--- src/verilog/bus_ext_defs.vh ---
// Purpose: constants for the bus extender core
// Assumes: 50 MHz system clock
// Notes:   packet is start, data bits lsb first, odd parity, stop
//
// Contract
// - selector off: forward identify, return far response
// - poll mode comes from own selector only
// - self-test when switch 4 reads off
// - self-test with master exercises loopback paths
// - pass lights link, error only on fault
// - local bus state becomes outbound transmit signals
// - outbound signals serialized into packets to peer
// - peer packets decoded into parallel inbound signals
// - inbound signals drive matching local bus lines
// - sense/drive follows controller and source states
// - reset clears all, then link establishment starts; ppr_reg and tx_sh_reg reset to all ones
// - latched: answer from register, reset ff, reload
// - bus transceivers passive until link established
`ifndef BUS_EXT_DEFS_VH
`define BUS_EXT_DEFS_VH

`define CLK_MHZ        50
`define BIT_NS         100
`define BIT_CYC        ((`BIT_NS * `CLK_MHZ) / 1000)
`define PP_WAIT_NS     2000
`define PP_WAIT_CYC    ((`PP_WAIT_NS * `CLK_MHZ) / 1000)

// packet data field positions
`define PK_DIO_LSB     0
`define PK_IFC         8
`define PK_REN         9
`define PK_ATN         10
`define PK_EOI         11
`define PK_SRQ         12
`define PK_DAV         13
`define PK_RFD         14
`define PK_DAC         15
`define PK_ACK         16
`define PK_RPP         17
`define PK_DATA_W      18
`define PK_FRAME_W     22

`define PPR_RESET      8'hff

`endif

--- src/verilog/bus_ext_core.v ---
// Purpose: extension and serial link logic of one bus extender unit
// Assumes: bus inputs are true-asserted levels synchronous to mclk_i
// Notes:   each bus output has an enable; the pad resolves the wire
`timescale 1ns/10ps
`default_nettype none
`include "bus_ext_defs.vh"

module bus_ext_core
#(
    parameter BIT_CYC = `BIT_CYC,
    parameter PP_WAIT = `PP_WAIT_CYC
)
(
    input  wire       mclk_i,
    input  wire       rst_n_i,
    input  wire       sw_ppr_latched_i,
    input  wire       sw4_on_i,
    input  wire       sw6_on_i,
    input  wire       bus_ifc_i,
    input  wire       bus_ren_i,
    input  wire       bus_atn_i,
    input  wire       bus_eoi_i,
    input  wire       bus_srq_i,
    input  wire       bus_dav_i,
    input  wire       bus_nrfd_i,
    input  wire       bus_ndac_i,
    input  wire [7:0] bus_dio_i,
    output reg  [7:0] bus_out_o,
    output reg  [7:0] bus_oe_o,
    output reg  [7:0] dio_out_o,
    output reg        dio_oe_o,
    input  wire       ser_rx_i,
    output wire       ser_tx_o,
    output wire       link_led_o,
    output wire       err_led_o,
    output wire       selftest_o
);

    // bus_out_o / bus_oe_o bit order
    localparam B_IFC = 0, B_REN = 1, B_ATN = 2, B_EOI = 3;
    localparam B_SRQ = 4, B_DAV = 5, B_NRFD = 6, B_NDAC = 7;
    localparam RX_IDLE = 1'b0, RX_BUSY = 1'b1;
    localparam FRAME_LAST = `PK_FRAME_W - 1;

    reg                   lsc_reg, rsc_reg, lac_reg, rac_reg, ls_reg, rs_reg;
    reg                   ppip_reg, resp_got_reg, link_reg, err_reg, ack_reg;
    reg  [7:0]            ppr_reg, resp_reg, rpoll_dio_reg;
    reg  [7:0]            rpoll_cnt_reg;
    reg                   rpoll_done_reg;
    reg  [`PK_DATA_W-1:0] rx_word_reg, sent_reg, prev_sent_reg;
    reg  [`PK_FRAME_W-1:0] tx_sh_reg;
    reg  [4:0]            tx_cnt_reg, rx_cnt_reg;
    reg  [7:0]            tx_tim_reg, rx_tim_reg;
    reg  [`PK_DATA_W:0]   rx_sh_reg;
    reg                   rx_st_reg;
    reg  [`PK_DATA_W-1:0] x_word;
    reg  [7:0]            bus_out_next, bus_oe_next, dio_out_next;
    reg                   dio_oe_next;

    wire selftest = ~sw4_on_i;
    assign selftest_o = selftest;

    // local levels are sensed only on lines this unit is not driving
    wire l_ifc = bus_ifc_i & ~bus_oe_o[B_IFC];
    wire l_ren = bus_ren_i & ~bus_oe_o[B_REN];
    wire l_atn = bus_atn_i & ~bus_oe_o[B_ATN];
    wire l_eoi = bus_eoi_i & ~bus_oe_o[B_EOI];
    wire l_srq = bus_srq_i & ~bus_oe_o[B_SRQ];
    wire l_dav = bus_dav_i & ~bus_oe_o[B_DAV];

    wire [7:0] r_dio = rx_word_reg[`PK_DIO_LSB+7:`PK_DIO_LSB];
    wire r_ifc = rx_word_reg[`PK_IFC];
    wire r_ren = rx_word_reg[`PK_REN];
    wire r_atn = rx_word_reg[`PK_ATN];
    wire r_eoi = rx_word_reg[`PK_EOI];
    wire r_srq = rx_word_reg[`PK_SRQ];
    wire r_dav = rx_word_reg[`PK_DAV];
    wire r_rfd = rx_word_reg[`PK_RFD];
    wire r_dac = rx_word_reg[`PK_DAC];
    wire r_rpp = rx_word_reg[`PK_RPP];

    wire rpoll = rac_reg & r_atn & r_eoi;
    wire lpoll_start = lac_reg & l_atn & l_eoi;

    ////////////////////////////////////////////////////////////////////
    // controller and source location states
    always @(posedge mclk_i or negedge rst_n_i)
    begin
        if (!rst_n_i)
        begin
            lsc_reg <= 1'b0;
            rsc_reg <= 1'b0;
            lac_reg <= 1'b0;
            rac_reg <= 1'b0;
            ls_reg  <= 1'b0;
            rs_reg  <= 1'b0;
        end
        else if (link_reg)
        begin
            if ((l_ifc | l_ren) & ~rsc_reg)
                lsc_reg <= 1'b1;
            else if ((r_ifc | r_ren) & ~(l_ifc | l_ren))
                lsc_reg <= 1'b0;
            if ((r_ifc | r_ren) & ~lsc_reg)
                rsc_reg <= 1'b1;
            else if ((l_ifc | l_ren) & ~(r_ifc | r_ren))
                rsc_reg <= 1'b0;
            if (l_atn & ~rac_reg)
                lac_reg <= 1'b1;
            else if (r_atn & ~l_atn)
                lac_reg <= 1'b0;
            if (r_atn & ~lac_reg)
                rac_reg <= 1'b1;
            else if (l_atn & ~r_atn)
                rac_reg <= 1'b0;
            if (ppip_reg | rpoll | r_dav | r_atn)
                ls_reg <= 1'b0;
            else if (l_dav & ~rs_reg)
                ls_reg <= 1'b1;
            if (ppip_reg | rpoll | l_dav | l_atn)
                rs_reg <= 1'b0;
            else if (r_dav & ~ls_reg)
                rs_reg <= 1'b1;
        end
    end

    ////////////////////////////////////////////////////////////////////
    // parallel poll, both ends
    always @(posedge mclk_i or negedge rst_n_i)
    begin
        if (!rst_n_i)
        begin
            ppip_reg       <= 1'b0;
            resp_got_reg   <= 1'b0;
            resp_reg       <= 8'h00;
            ppr_reg        <= `PPR_RESET;
            rpoll_cnt_reg  <= 8'h00;
            rpoll_done_reg <= 1'b0;
            rpoll_dio_reg  <= 8'h00;
        end
        else
        begin
            if (!ppip_reg)
            begin
                ppip_reg     <= lpoll_start;
                resp_got_reg <= 1'b0;
            end
            else
            begin
                if (r_rpp)
                begin
                    resp_got_reg <= 1'b1;
                    resp_reg     <= r_dio;
                end
                // poll ends once answered and local eoi drops
                if (resp_got_reg & ~l_eoi)
                begin
                    ppip_reg <= 1'b0;
                    ppr_reg  <= resp_reg;
                end
            end
            // far side: let the bus settle before sampling the answer
            if (!rpoll)
            begin
                rpoll_cnt_reg  <= 8'h00;
                rpoll_done_reg <= 1'b0;
            end
            else if (rpoll_cnt_reg == PP_WAIT[7:0] - 8'h01)
            begin
                rpoll_done_reg <= 1'b1;
                rpoll_dio_reg  <= bus_dio_i;
            end
            else if (!rpoll_done_reg)
                rpoll_cnt_reg <= rpoll_cnt_reg + 8'h01;
        end
    end

    ////////////////////////////////////////////////////////////////////
    // outbound transmit word
    always @*
    begin
        x_word = {`PK_DATA_W{1'b0}};
        x_word[`PK_IFC] = lsc_reg & l_ifc;
        x_word[`PK_REN] = lsc_reg & l_ren;
        // identify is held toward the far bus for the whole poll
        x_word[`PK_ATN] = lac_reg & (l_atn | ppip_reg);
        x_word[`PK_EOI] = ppip_reg | (ls_reg & l_eoi);
        x_word[`PK_SRQ] = ~lac_reg & l_srq;
        x_word[`PK_DAV] = ls_reg & l_dav;
        x_word[`PK_RFD] = rs_reg & ~bus_nrfd_i;
        x_word[`PK_DAC] = rs_reg & ~bus_ndac_i;
        x_word[`PK_ACK] = ack_reg;
        x_word[`PK_RPP] = rpoll_done_reg;
        if (rpoll_done_reg)
            x_word[`PK_DIO_LSB+7:`PK_DIO_LSB] = rpoll_dio_reg;
        else if (ls_reg & ~ppip_reg)
            x_word[`PK_DIO_LSB+7:`PK_DIO_LSB] = bus_dio_i;
    end

    ////////////////////////////////////////////////////////////////////
    // local bus drive
    always @*
    begin
        bus_out_next         = 8'h00;
        bus_oe_next          = 8'h00;
        bus_out_next[B_IFC]  = r_ifc;
        bus_oe_next[B_IFC]   = rsc_reg;
        bus_out_next[B_REN]  = r_ren;
        bus_oe_next[B_REN]   = rsc_reg;
        bus_out_next[B_ATN]  = r_atn;
        bus_oe_next[B_ATN]   = rac_reg;
        bus_out_next[B_EOI]  = r_eoi;
        bus_oe_next[B_EOI]   = rpoll | (rs_reg & ~ppip_reg);
        bus_out_next[B_SRQ]  = r_srq;
        bus_oe_next[B_SRQ]   = lac_reg;
        bus_out_next[B_DAV]  = r_dav;
        bus_oe_next[B_DAV]   = rs_reg;
        bus_out_next[B_NRFD] = ppip_reg | ~r_rfd;
        bus_oe_next[B_NRFD]  = ppip_reg | ls_reg;
        bus_out_next[B_NDAC] = ~ls_reg | ~r_dac;
        bus_oe_next[B_NDAC]  = ls_reg | lac_reg | rac_reg;
        dio_out_next = r_dio;
        dio_oe_next  = rs_reg & ~rpoll;
        if (ppip_reg)
        begin
            // mode taken from this unit's own selector
            if (sw_ppr_latched_i)
            begin
                dio_out_next = ppr_reg;
                dio_oe_next  = 1'b1;
            end
            else
            begin
                dio_out_next = resp_reg;
                dio_oe_next  = resp_got_reg;
            end
        end
        if (!link_reg)
        begin
            bus_oe_next = 8'h00;
            dio_oe_next = 1'b0;
        end
    end

    always @(posedge mclk_i or negedge rst_n_i)
    begin
        if (!rst_n_i)
        begin
            bus_out_o <= 8'h00;
            bus_oe_o  <= 8'h00;
            dio_out_o <= 8'h00;
            dio_oe_o  <= 1'b0;
        end
        else
        begin
            bus_out_o <= bus_out_next;
            bus_oe_o  <= bus_oe_next;
            dio_out_o <= dio_out_next;
            dio_oe_o  <= dio_oe_next;
        end
    end

    ////////////////////////////////////////////////////////////////////
    // packet transmitter: frames sent back to back, one idle bit apart
    assign ser_tx_o = tx_sh_reg[0];

    always @(posedge mclk_i or negedge rst_n_i)
    begin
        if (!rst_n_i)
        begin
            tx_sh_reg     <= {`PK_FRAME_W{1'b1}};
            tx_cnt_reg    <= 5'd0;
            tx_tim_reg    <= 8'h00;
            sent_reg      <= {`PK_DATA_W{1'b0}};
            prev_sent_reg <= {`PK_DATA_W{1'b0}};
        end
        else if (tx_tim_reg != BIT_CYC[7:0] - 8'h01)
            tx_tim_reg <= tx_tim_reg + 8'h01;
        else
        begin
            tx_tim_reg <= 8'h00;
            if (tx_cnt_reg == 5'd0)
            begin
                tx_sh_reg     <= {2'b11, ~^x_word, x_word, 1'b0};
                tx_cnt_reg    <= FRAME_LAST[4:0];
                sent_reg      <= x_word;
                prev_sent_reg <= sent_reg;
            end
            else
            begin
                tx_sh_reg  <= {1'b1, tx_sh_reg[`PK_FRAME_W-1:1]};
                tx_cnt_reg <= tx_cnt_reg - 5'd1;
            end
        end
    end

    ////////////////////////////////////////////////////////////////////
    // packet receiver, link establishment and fault detection
    wire                  rx_mid  = rx_tim_reg == BIT_CYC[7:0] - 8'h01;
    // data arrives lsb first, so after all shifts parity sits on top
    wire [`PK_DATA_W-1:0] rx_data = rx_sh_reg[`PK_DATA_W-1:0];
    wire                  rx_par  = rx_sh_reg[`PK_DATA_W];
    // in loopback a frame may arrive while the next is already loaded
    wire echo_bad = selftest & ~sw6_on_i &
                    (rx_data != sent_reg) & (rx_data != prev_sent_reg);

    always @(posedge mclk_i or negedge rst_n_i)
    begin
        if (!rst_n_i)
        begin
            rx_st_reg   <= RX_IDLE;
            rx_tim_reg  <= 8'h00;
            rx_cnt_reg  <= 5'd0;
            rx_sh_reg   <= {(`PK_DATA_W+1){1'b0}};
            rx_word_reg <= {`PK_DATA_W{1'b0}};
            ack_reg     <= 1'b0;
            link_reg    <= 1'b0;
            err_reg     <= 1'b0;
        end
        else
        begin
            case (rx_st_reg)
                RX_IDLE:
                begin
                    rx_cnt_reg <= 5'd0;
                    // start sampling half a bit into the start bit
                    rx_tim_reg <= {1'b0, BIT_CYC[7:1]};
                    if (!ser_rx_i)
                        rx_st_reg <= RX_BUSY;
                end
                RX_BUSY:
                begin
                    rx_tim_reg <= rx_mid ? 8'h00 : rx_tim_reg + 8'h01;
                    if (rx_mid)
                    begin
                        rx_cnt_reg <= rx_cnt_reg + 5'd1;
                        if (rx_cnt_reg == 5'd0)
                        begin
                            if (ser_rx_i)
                                rx_st_reg <= RX_IDLE;
                        end
                        else if (rx_cnt_reg <= `PK_DATA_W + 1)
                            rx_sh_reg <= {ser_rx_i, rx_sh_reg[`PK_DATA_W:1]};
                        else
                        begin
                            rx_st_reg <= RX_IDLE;
                            if (!ser_rx_i | (^rx_data == rx_par) | echo_bad)
                                err_reg <= 1'b1;
                            else
                            begin
                                rx_word_reg <= rx_data;
                                // own echo counts as a peer in loopback
                                ack_reg <= 1'b1;
                                if (rx_data[`PK_ACK])
                                    link_reg <= 1'b1;
                            end
                        end
                    end
                end
                default:
                    rx_st_reg <= RX_IDLE;
            endcase
        end
    end

    assign link_led_o = link_reg;
    assign err_led_o  = err_reg;

endmodule // bus_ext_core
`default_nettype wire

--- config.mk ---
export PLATFORM = sky130hd
export DESIGN_NAME = bus_ext_core
export DESIGN_NICKNAME = d
export VERILOG_FILES = /design/src/verilog/bus_ext_core.v
export VERILOG_INCLUDE_DIRS = /design/src /design/src/verilog
export SDC_FILE = /design/constraint.sdc
export NUM_CORES = 1
export LEC_CHECK = 0
export BUFFER_PORTS_ARGS = -buffer_cell sky130_fd_sc_hd__buf_2
export CAP_MARGIN = 10
export CORE_ASPECT_RATIO = 0.6
export CORE_MARGIN = 1
export CORE_UTILIZATION = 65
export DETAILED_ROUTE_END_ITERATION = 10
export PLACE_DENSITY = 0.84
export SYNTH_ARGS = -nofsm -noshare
export SYNTH_HDL_FRONTEND = slang
export SYNTH_SLANG_ARGS = --single-unit
--- constraint.sdc ---
create_clock -name mclk_i -period 6.5 [get_ports mclk_i]
set_input_delay 0.65 -clock mclk_i [delete_from_list [all_inputs] [get_ports mclk_i]]
set_output_delay 0.65 -clock mclk_i [all_outputs]
set_load 0.05 [all_outputs]
# [Yosys cells after proc, flatten, opt, wreduce, memory -nomap -nowiden]
# Index checks and enable logic that the tools add are counted.
[word_totals] register_bits=191 input_bits=22 out_inout_bits=29 elab_cells=196
[classes] n_addsub=5 magnitude_cmp=1 eq_ne=11 muxes=41 n_bitwise=82 n_reduce_logical=26
[ops] op="two-way mux 8 bit" n=10
[ops] op="inequality test 18 bit" n=2
[ops] op="bitwise AND 1 bit" n=35
[ops] op="NOT 1 bit" n=30
[ops] op="two-way mux 1 bit" n=25
[ops] op="adder 8 x 1 -> 8 bit (second input constant)" n=3
[ops] op="AND reduction 2 bit" n=11
[ops] op="two-way mux 21 bit" n=1
[ops] op="XNOR reduction 18 bit" n=1
[ops] op="XOR reduction 18 bit" n=1
[ops] op="bitwise OR 1 bit" n=17
[ops] op="one-hot mux 8 bit (2 select lines)" n=1
[ops] op="nonzero test 2 bit" n=6
[ops] op="zero test 5 bit" n=2
[ops] op="two-way mux 5 bit" n=2
[ops] op="one-hot mux 5 bit (2 select lines)" n=1
[ops] op="AND reduction 5 bit" n=2
[ops] op="equality test 8 x 3 -> 1 bit (second input constant)" n=1
[ops] op="equality test 8 x 7 -> 1 bit (second input constant)" n=1
[ops] op="inequality test 8 x 3 -> 1 bit (second input constant)" n=1
[ops] op="inequality test 2 x 1 -> 1 bit (second input constant)" n=3
[ops] op="AND reduction 6 bit" n=1
[ops] op="adder 5 x 1 -> 5 bit (second input constant)" n=1
[ops] op="<= comparator 5 bit (second input constant)" n=1
[ops] op="6 further kinds" n=7

# [Longest topological paths before layout]
# Gate-level depths: netlist (run 1).
[logic_depth] ltp_word=7 depth_mapped=9 depth_no_buf=7

# [Worst setup path after synthesis (run 1)]
# Ideal clock, no wire load.
[synth_path] path_kind="register -> register" from="register rx_sh_reg[11]" to="register rx_word_reg[10]" setup_time_ns=0.125 arrival_time_ns=2.147 required_time_ns=6.375 setup_slack_ns=4.227 path_stages_with_launch=10 path_buffers=3 period_less_slack_ns=2.273 cell_sequence="dfrtp_1 buf_4 xnor2_1 xnor2_1 xnor3_1 xnor2_1 o2111a_1 buf_6 buf_12 mux2_4"
[synth_between] elab_chain_len=6 word_cells_on_any_way=10 cone_classes="eq/ne: 3; bitwise: 5; reduce/logical: 2"
[synth_lines] element="start, declared" line="bus_ext_core.v:54" source="reg [`PK_DATA_W:0] rx_sh_reg;"
[synth_lines] element="start signal, assigned" line="bus_ext_core.v:314" source="rx_sh_reg <= {(`PK_DATA_W+1){1'b0}};"
[synth_lines] element="start signal, assigned" line="bus_ext_core.v:343" source="rx_sh_reg <= {ser_rx_i, rx_sh_reg[`PK_DATA_W:1]};"
[synth_lines] element="inequality test 18 bit / XOR reduction 18 bit (equally long branches)" line="bus_ext_core.v:305, bus_ext_core.v:347"
[synth_lines] element="bitwise AND 1 bit / equality test 1 bit (equally long branches)" line="bus_ext_core.v:304, bus_ext_core.v:347"
[synth_lines] element="bitwise AND 1 bit / bitwise OR 1 bit (equally long branches)" line="bus_ext_core.v:305, bus_ext_core.v:347"
[synth_lines] element="bitwise OR 1 bit (*)" line="bus_ext_core.v:347" source="if (!ser_rx_i | (^rx_data == rx_par) | echo_bad)"
[synth_lines] element="NOT 1 bit (no line) (*)"
[synth_lines] element="AND reduction 5 bit (no line) (*)"
[synth_lines] element="end signal, assigned" line="bus_ext_core.v:315" source="rx_word_reg <= {`PK_DATA_W{1'b0}};"
[synth_lines] element="end signal, assigned" line="bus_ext_core.v:351" source="rx_word_reg <= rx_data;"
[synth_lines] element="end, declared" line="bus_ext_core.v:50" source="reg [`PK_DATA_W-1:0] rx_word_reg, sent_reg, prev_sent_reg;"
# Every way passes the cells marked *; elsewhere a longest branch is shown, timed or not.
# A chain may end at the register's enable or synchronous reset.

# [Final worst setup path (run 1)]
[layout_path] from="register rx_sh_reg[9]" to="register rx_word_reg[3]"
# The elaborated chain is that of the path after synthesis.

==> impl_metrics.toml, run 1 <==
[synthesis]
synthCells = 737
synth_top_area_share = 0.463
synth_cell_types = 55
syn_avg_cell_area_um2 = 11.7
synth-edff-count = 0
seq_area_frac_synth = 0.548
synth_ff_type = "dfrtp_1"
synth_top_cell_by_area = "dfrtp_1"
synth.area.top_cells = "dfrtp_1, mux2_2, dfstp_2"
syn-cell-area_um2 = 8600
ys_ff_latch = 187
syn-num-nets = 767
synthArstFlopShare = 1.00
ys_warn_count = 0

[critical_path]
r2r-start = "rx_sh_reg[9]"
critPathRequiredTime_ps = 6820
startpoint = "rx_sh_reg[9]"
critPathKind = "reg -> reg"
path_max_fanout = 19
end_kind = "register"
cp.arrival_ps = 3480
start_kind = "register"

[power]
p_leak_nw = 4.35
ir_drop_mv = 0.187
p_per_area_nw_per_um2 = 290
p_total_mw = 2.73

[grt]
antenna_found_initial = 1
grt_pass1_vias = 5593
grt_usage = 0.296
grt_pass1_wl_um = 30000
overflow = 0
grt_max_degree = 98

[finish]
antenna_cells = 0
nets = 794
finalNonFillerCells = 947
largest_reg_flops = 20
finish.instance_area_um2 = 9420
final_common_cell = "dfrtp_1"
mostFrequentLayoutCells = "dfrtp_1, mux2_2, nand2_1"
drive_above_1_share = 0.256
synthToLayoutAreaGrowth_pct = 9.64

[cts]
tritoncts = "done"
worstSkewPairLatency_ps = 430
cts_setup_buffers = 0
cts.clk_slew.worst_paths_ps = 60
numCtsBuffers = 17
cts.sinks = 187
cts_resized = 0
root_buffer = "clkbuf_16"
clk_path_buf_depth = 2
cts_hold_buf = 0
h-tree-depth = 4

[sta]
slew_viol_final = 0
timing.slew.headroom = 0.246
rsz0062_at_grt = "false"
final-setup-viol-count = 0
hold_viol_final = 0
tightest_slew_ps = 1130
tns_ps = 0
min_period_ps = 3160
finalWorstSetupSlack_ps = 3340
fin_skew_ps = 8.31
fmax_mhz = 316
finalCritPeriodShare = 0.486

[floorplan]
start_util = 0.669
io_pins = 51
die_w_um = 150
row_count = 32
die_height_um = 91.1
die_area_um2 = 13700
design.core.area_um2 = 12900

[detailed_routing]
ant_nets = 0
drc = 0
viasPerCell = 5.97
vias = 5654
drt_iter0_drc = 446
first_pass_iters = 5
wirelength_um = 18400
wl_per_cell_um = 19.5

[placed_design]
dpl_worst_slack_ps = 3440
dp_hpwl_um = 12300
port_buffers = 50
gp_congestion = 0.966
placedCellCount = 915
dpl_cell_area_um2 = 8840

[worst_hold_path]
hp-class = "in -> async"

[job]
cap_viol_max_count = 0

[status]
outcome = "completed"
## stage by stage
stage	util	hold WS, ps
after floorplan	-	354
after global placement	0.688	388
after detailed placement	0.688	380
after CTS	0.733	357
after global routing	0.733	383
final	0.733	312
## report_power, final
part	switching (mW)	internal [mW]	leakage (nW)	total [mW]
logic	0.206	0.161	1.77	0.367
registers	0.0751	1.23	2.30	1.31
clock network	0.448	0.608	0.283	1.06
total	0.729	2.00	4.35	2.73
## final timing paths
| check | to | slack, ps | cells past startpoint |
|---|---|---|---|
| worst max-delay path | rx_word_reg[3] | 3340 | 6 |
| min in group mclk_i | bus_out_o[4] | 410 | 0 |
| worst max register to register | rx_word_reg[3] | 3340 | 6 |
| max in group asynchronous | prev_sent_reg[17] | 4820 | 2 |
| worst min-delay path | resp_reg[2] | 310 | 1 |
| worst min register to register | bus_out_o[4] | 410 | 0 |
## worst max-delay path: stages, from the launching register on
cell      delay, ps
dfrtp_1         520
xor2_1          210
nor4_1          390
nand3_1         170
o41ai_2         340
o2111a_1        980
mux2_2          430
## cells by family after synthesis
logic type      share of synthesized area
compound gates                     0.0691
flops                               0.548
mux                                 0.121
xor+xnor                           0.0971
simple gates                        0.116
fa+ha+maj                          0.0116
buf+inv                            0.0361
## cell type report
cell class                      instances  area (µm²)
Tap cell                              170         213
Clock buffer                           22         444
Timing Repair Buffer                   54         287
Sequential cell                       187        4710
Fill cell                             820        3430
Clock inverter                         10         143
Inverter                               14        52.6
Multi-Input combinational cell        490        3570
## synthesized netlist by cell type (all sizes together), types with 4 or more instances
library cell  count
nor4              9
xnor3             4
inv              14
clkbuf           22
mux2i            11
dfstp            28
and3              5
nor2b            15
mux2             80
nor2             55
nor3              4
buf              23
a21oi            38
ha                8
a31oi             4
xor2             38
nand2b            7
o21ai            39
a22oi             7
xnor2            47
nand4             4
dfrtp           159
nand2            60
and2              9
nand3            15
## metal layers
metal | up-vias | track usage | wire length (µm) | share of wire
li1 | 2548 | - | - | -
met1 | 2862 | 0.439 | 8600 | 0.47
met2 | 202 | 0.425 | 8260 | 0.45
met3 | 40 | 0.0789 | 1230 | 0.067
met4 | 2 | 0.0960 | 338 | 0.018
met5 | - | 0 | 13 | 0.00070
Note: power is estimated with default switching activity, not from simulation.
==> run 2: changes to the inputs <==
Settings changed: ABC_AREA set to 1, CORE_UTILIZATION 65 to 61, PLACE_DENSITY 0.84 to 0.8.
Clock period 6.5 ns to 3.03 ns, I/O delays scaled along.
==> run 2 against run 1 <==
- sequential cell count stayed put
- fmax is 25% higher
- global-route usage is 0.76 points lower
- total power is 140% higher
- register-to-register slack worse by 2800 ps
==> impl_metrics.toml, run 2 <==
[status]
outcome = "completed"

[sta]
hold_viol_final = 0
finalWorstSetupSlack_ps = 501
fmax_mhz = 395
slew_viol_final = 0
finalCritPeriodShare = 0.835
tns_ps = 0
final-setup-viol-count = 0
fin_skew_ps = 14.1
tightest_slew_ps = 792
min_period_ps = 2530
hold_slack_ps = 145
rsz0062_at_grt = "false"
timing.slew.headroom = 0.466

[power]
p_per_area_nw_per_um2 = 656
p_leak_nw = 4.98
ir_drop_mv = 0.371
p_total_mw = 6.48

[detailed_routing]
viasPerCell = 5.51
ant_nets = 0
wl_per_cell_um = 15.4
drt_iter0_drc = 674
first_pass_iters = 5
vias = 7285
drc = 0
wirelength_um = 20400

[grt]
grt_usage = 0.289
antenna_found_initial = 2
grt_max_degree = 59
grt_pass1_wl_um = 32900
overflow = 0
grt_pass1_vias = 6546

[cts]
worstSkewPairLatency_ps = 430
clk_path_buf_depth = 2
cts.clk_slew.worst_paths_ps = 70
tritoncts = "done"
h-tree-depth = 4
numCtsBuffers = 17
cts.sinks = 187
cts_setup_buffers = 0
root_buffer = "clkbuf_16"

[synthesis]
ys_warn_count = 0
synthCells = 1074
synthArstFlopShare = 1.00
syn_avg_cell_area_um2 = 8.29
seq_area_frac_synth = 0.530
synth-edff-count = 0
synthTopCellsByCount = "nand2_1, dfrtp_1, inv_1"
syn-num-nets = 1104
synth_top_cell_by_area = "dfrtp_1"
synth.most_common_cell = "nand2_1"
synth_ff_type = "dfrtp_1"
synth_cell_types = 41
ys_ff_latch = 187
synth.area.top_cells = "dfrtp_1, nand2_1, dfstp_2"
synth_top_area_share = 0.447
syn-cell-area_um2 = 8900

[critical_path]
critPathRequiredTime_ps = 3410
worst-r2r-cell-count = 14
critPathKind = "reg -> reg"
path_common_cell = "nand2_1"
start_kind = "register"
path_max_fanout = 17
max_stage_delay_ps = 640
crit_family = "simple AND/OR/NAND/NOR gates"
crit_chain = "inv_1 > nand2_1 > o21ai_0 > nand2_1 > nand2_1 > nand3_1 > nand2_1 > nand2_1 > nand3_1 > nand2_1 > nand2_1 > nand3_1 > nand2_1 > inv_1"
crit_path_top_delay_cell = "o21ai_0"
cp.arrival_ps = 2900
cp_num_buf_inv = 2
r2r_end = "tx_sh_reg[19]"
r2r-start = "rpoll_done_reg"
end_kind = "register"
crit_cells = 14
setup.worst_path.end = "tx_sh_reg[19]"
r2r_setup_slack_ps = 500
startpoint = "rpoll_done_reg"

[floorplan]
die_height_um = 95.6
die_area_um2 = 15100
design.core.area_um2 = 14000
io_pins = 51
row_count = 33
die_w_um = 158
start_util = 0.638

[finish]
largest_reg_flops = 20
nFillCells = 1071
synthToLayoutAreaGrowth_pct = 11.0
final_common_cell = "nand2_1"
drive_above_1_share = 0.121
seq_area_um2 = 4710
mostFrequentLayoutCells = "nand2_1, dfrtp_1, inv_1"
multi_input_area_um2 = 3420
fin_util = 0.708
nets = 1146

[placed_design]
dpl_worst_slack_ps = 604
port_buffers = 50
dp_hpwl_um = 14200
gp_congestion = 0.867

[job]
cap_viol_max_count = 0

[worst_hold_path]
hp-class = "in -> reg"
run 2: changes by cell type in the layout (fill, tap and decap cells not counted), moves of 15 or more:
| cell | change |
|---|---|
| nand4_1 | +25 |
| xor2_1 | -17 |
| mux2_2 | -70 |
| nor3_1 | +16 |
| xnor2_1 | -30 |
| o21ai_0 | +56 |
| nor2b_1 | -15 |
| nand3_1 | +29 |
| nand2_1 | +264 |
| inv_1 | +128 |
run 2: worst min-delay path, cell delays in order:
cell	delay, ps
buf_2	100
inv_1	50
o21ai_0	80
run 2: how the worst min path moves through the flow:
stage	startpoint	end	cells past startpoint
after floorplan	rst_n_i	ack_reg	0
after global placement	rst_n_i	dio_out_o[4]	1
after detailed placement	rst_n_i	dio_out_o[4]	1
after CTS	bus_dio_i[4]	rpoll_dio_reg[4]	3
after global routing	bus_dio_i[1]	rpoll_dio_reg[1]	2
final	bus_dio_i[4]	rpoll_dio_reg[4]	3
run 2: through the flow:
step / cell area, µm² / std cells
finish: 9880 / 1322
global route: 9870 / 1321
CTS: 9870 / 1321
detailed placement: 9290 / 1288
global placement: 9290 / 1288
floorplan: 8900 / 1074
run 2: kinds of logic after synthesis:
kind of cell	count (synthesis)	share of synthesized area
buffers and inverters	186	0.0869
DFF	187	0.530
xor gates and xnor gates	38	0.0374
and+or+nand+nor	480	0.227
AOI/OAI and AO/OA	173	0.105
adders and majority gates	8	0.0112
muxes	2	0.00253
run 2: repair_timing:
action | CTS | global route
gates resized for setup | 0 | 0
setup endpoints to repair | 0 | 0
hold buffers | 1 | 0
endpoints found under the hold margin | 50 | 0
run 2: final cells by class:
type | instances | share of cell area
inverter | 147 | 0.0559
clock buffer | 19 | 0.0448
antenna | 1 | 0.000253
timing repair buffer | 62 | 0.0379
tap | 192 | 0.0243
clock inverter | 13 | 0.0134
multi-input combinational | 701 | 0.346
sequential | 187 | 0.477
run 2: layer usage:
layer | wire, µm | track usage
met1 | 9750 | 0.438
met2 | 8660 | 0.422
met3 | 1730 | 0.0577
met4 | 257 | 0.0744
met5 | 0 | 0
run 2: power breakdown:
part | switching (mW) | leakage (nW) | internal, mW
sequential | 0.264 | 2.26 | 2.68
clock | 1.02 | 0.287 | 1.18
combinational | 0.888 | 2.43 | 0.449
total | 2.17 | 4.98 | 4.31
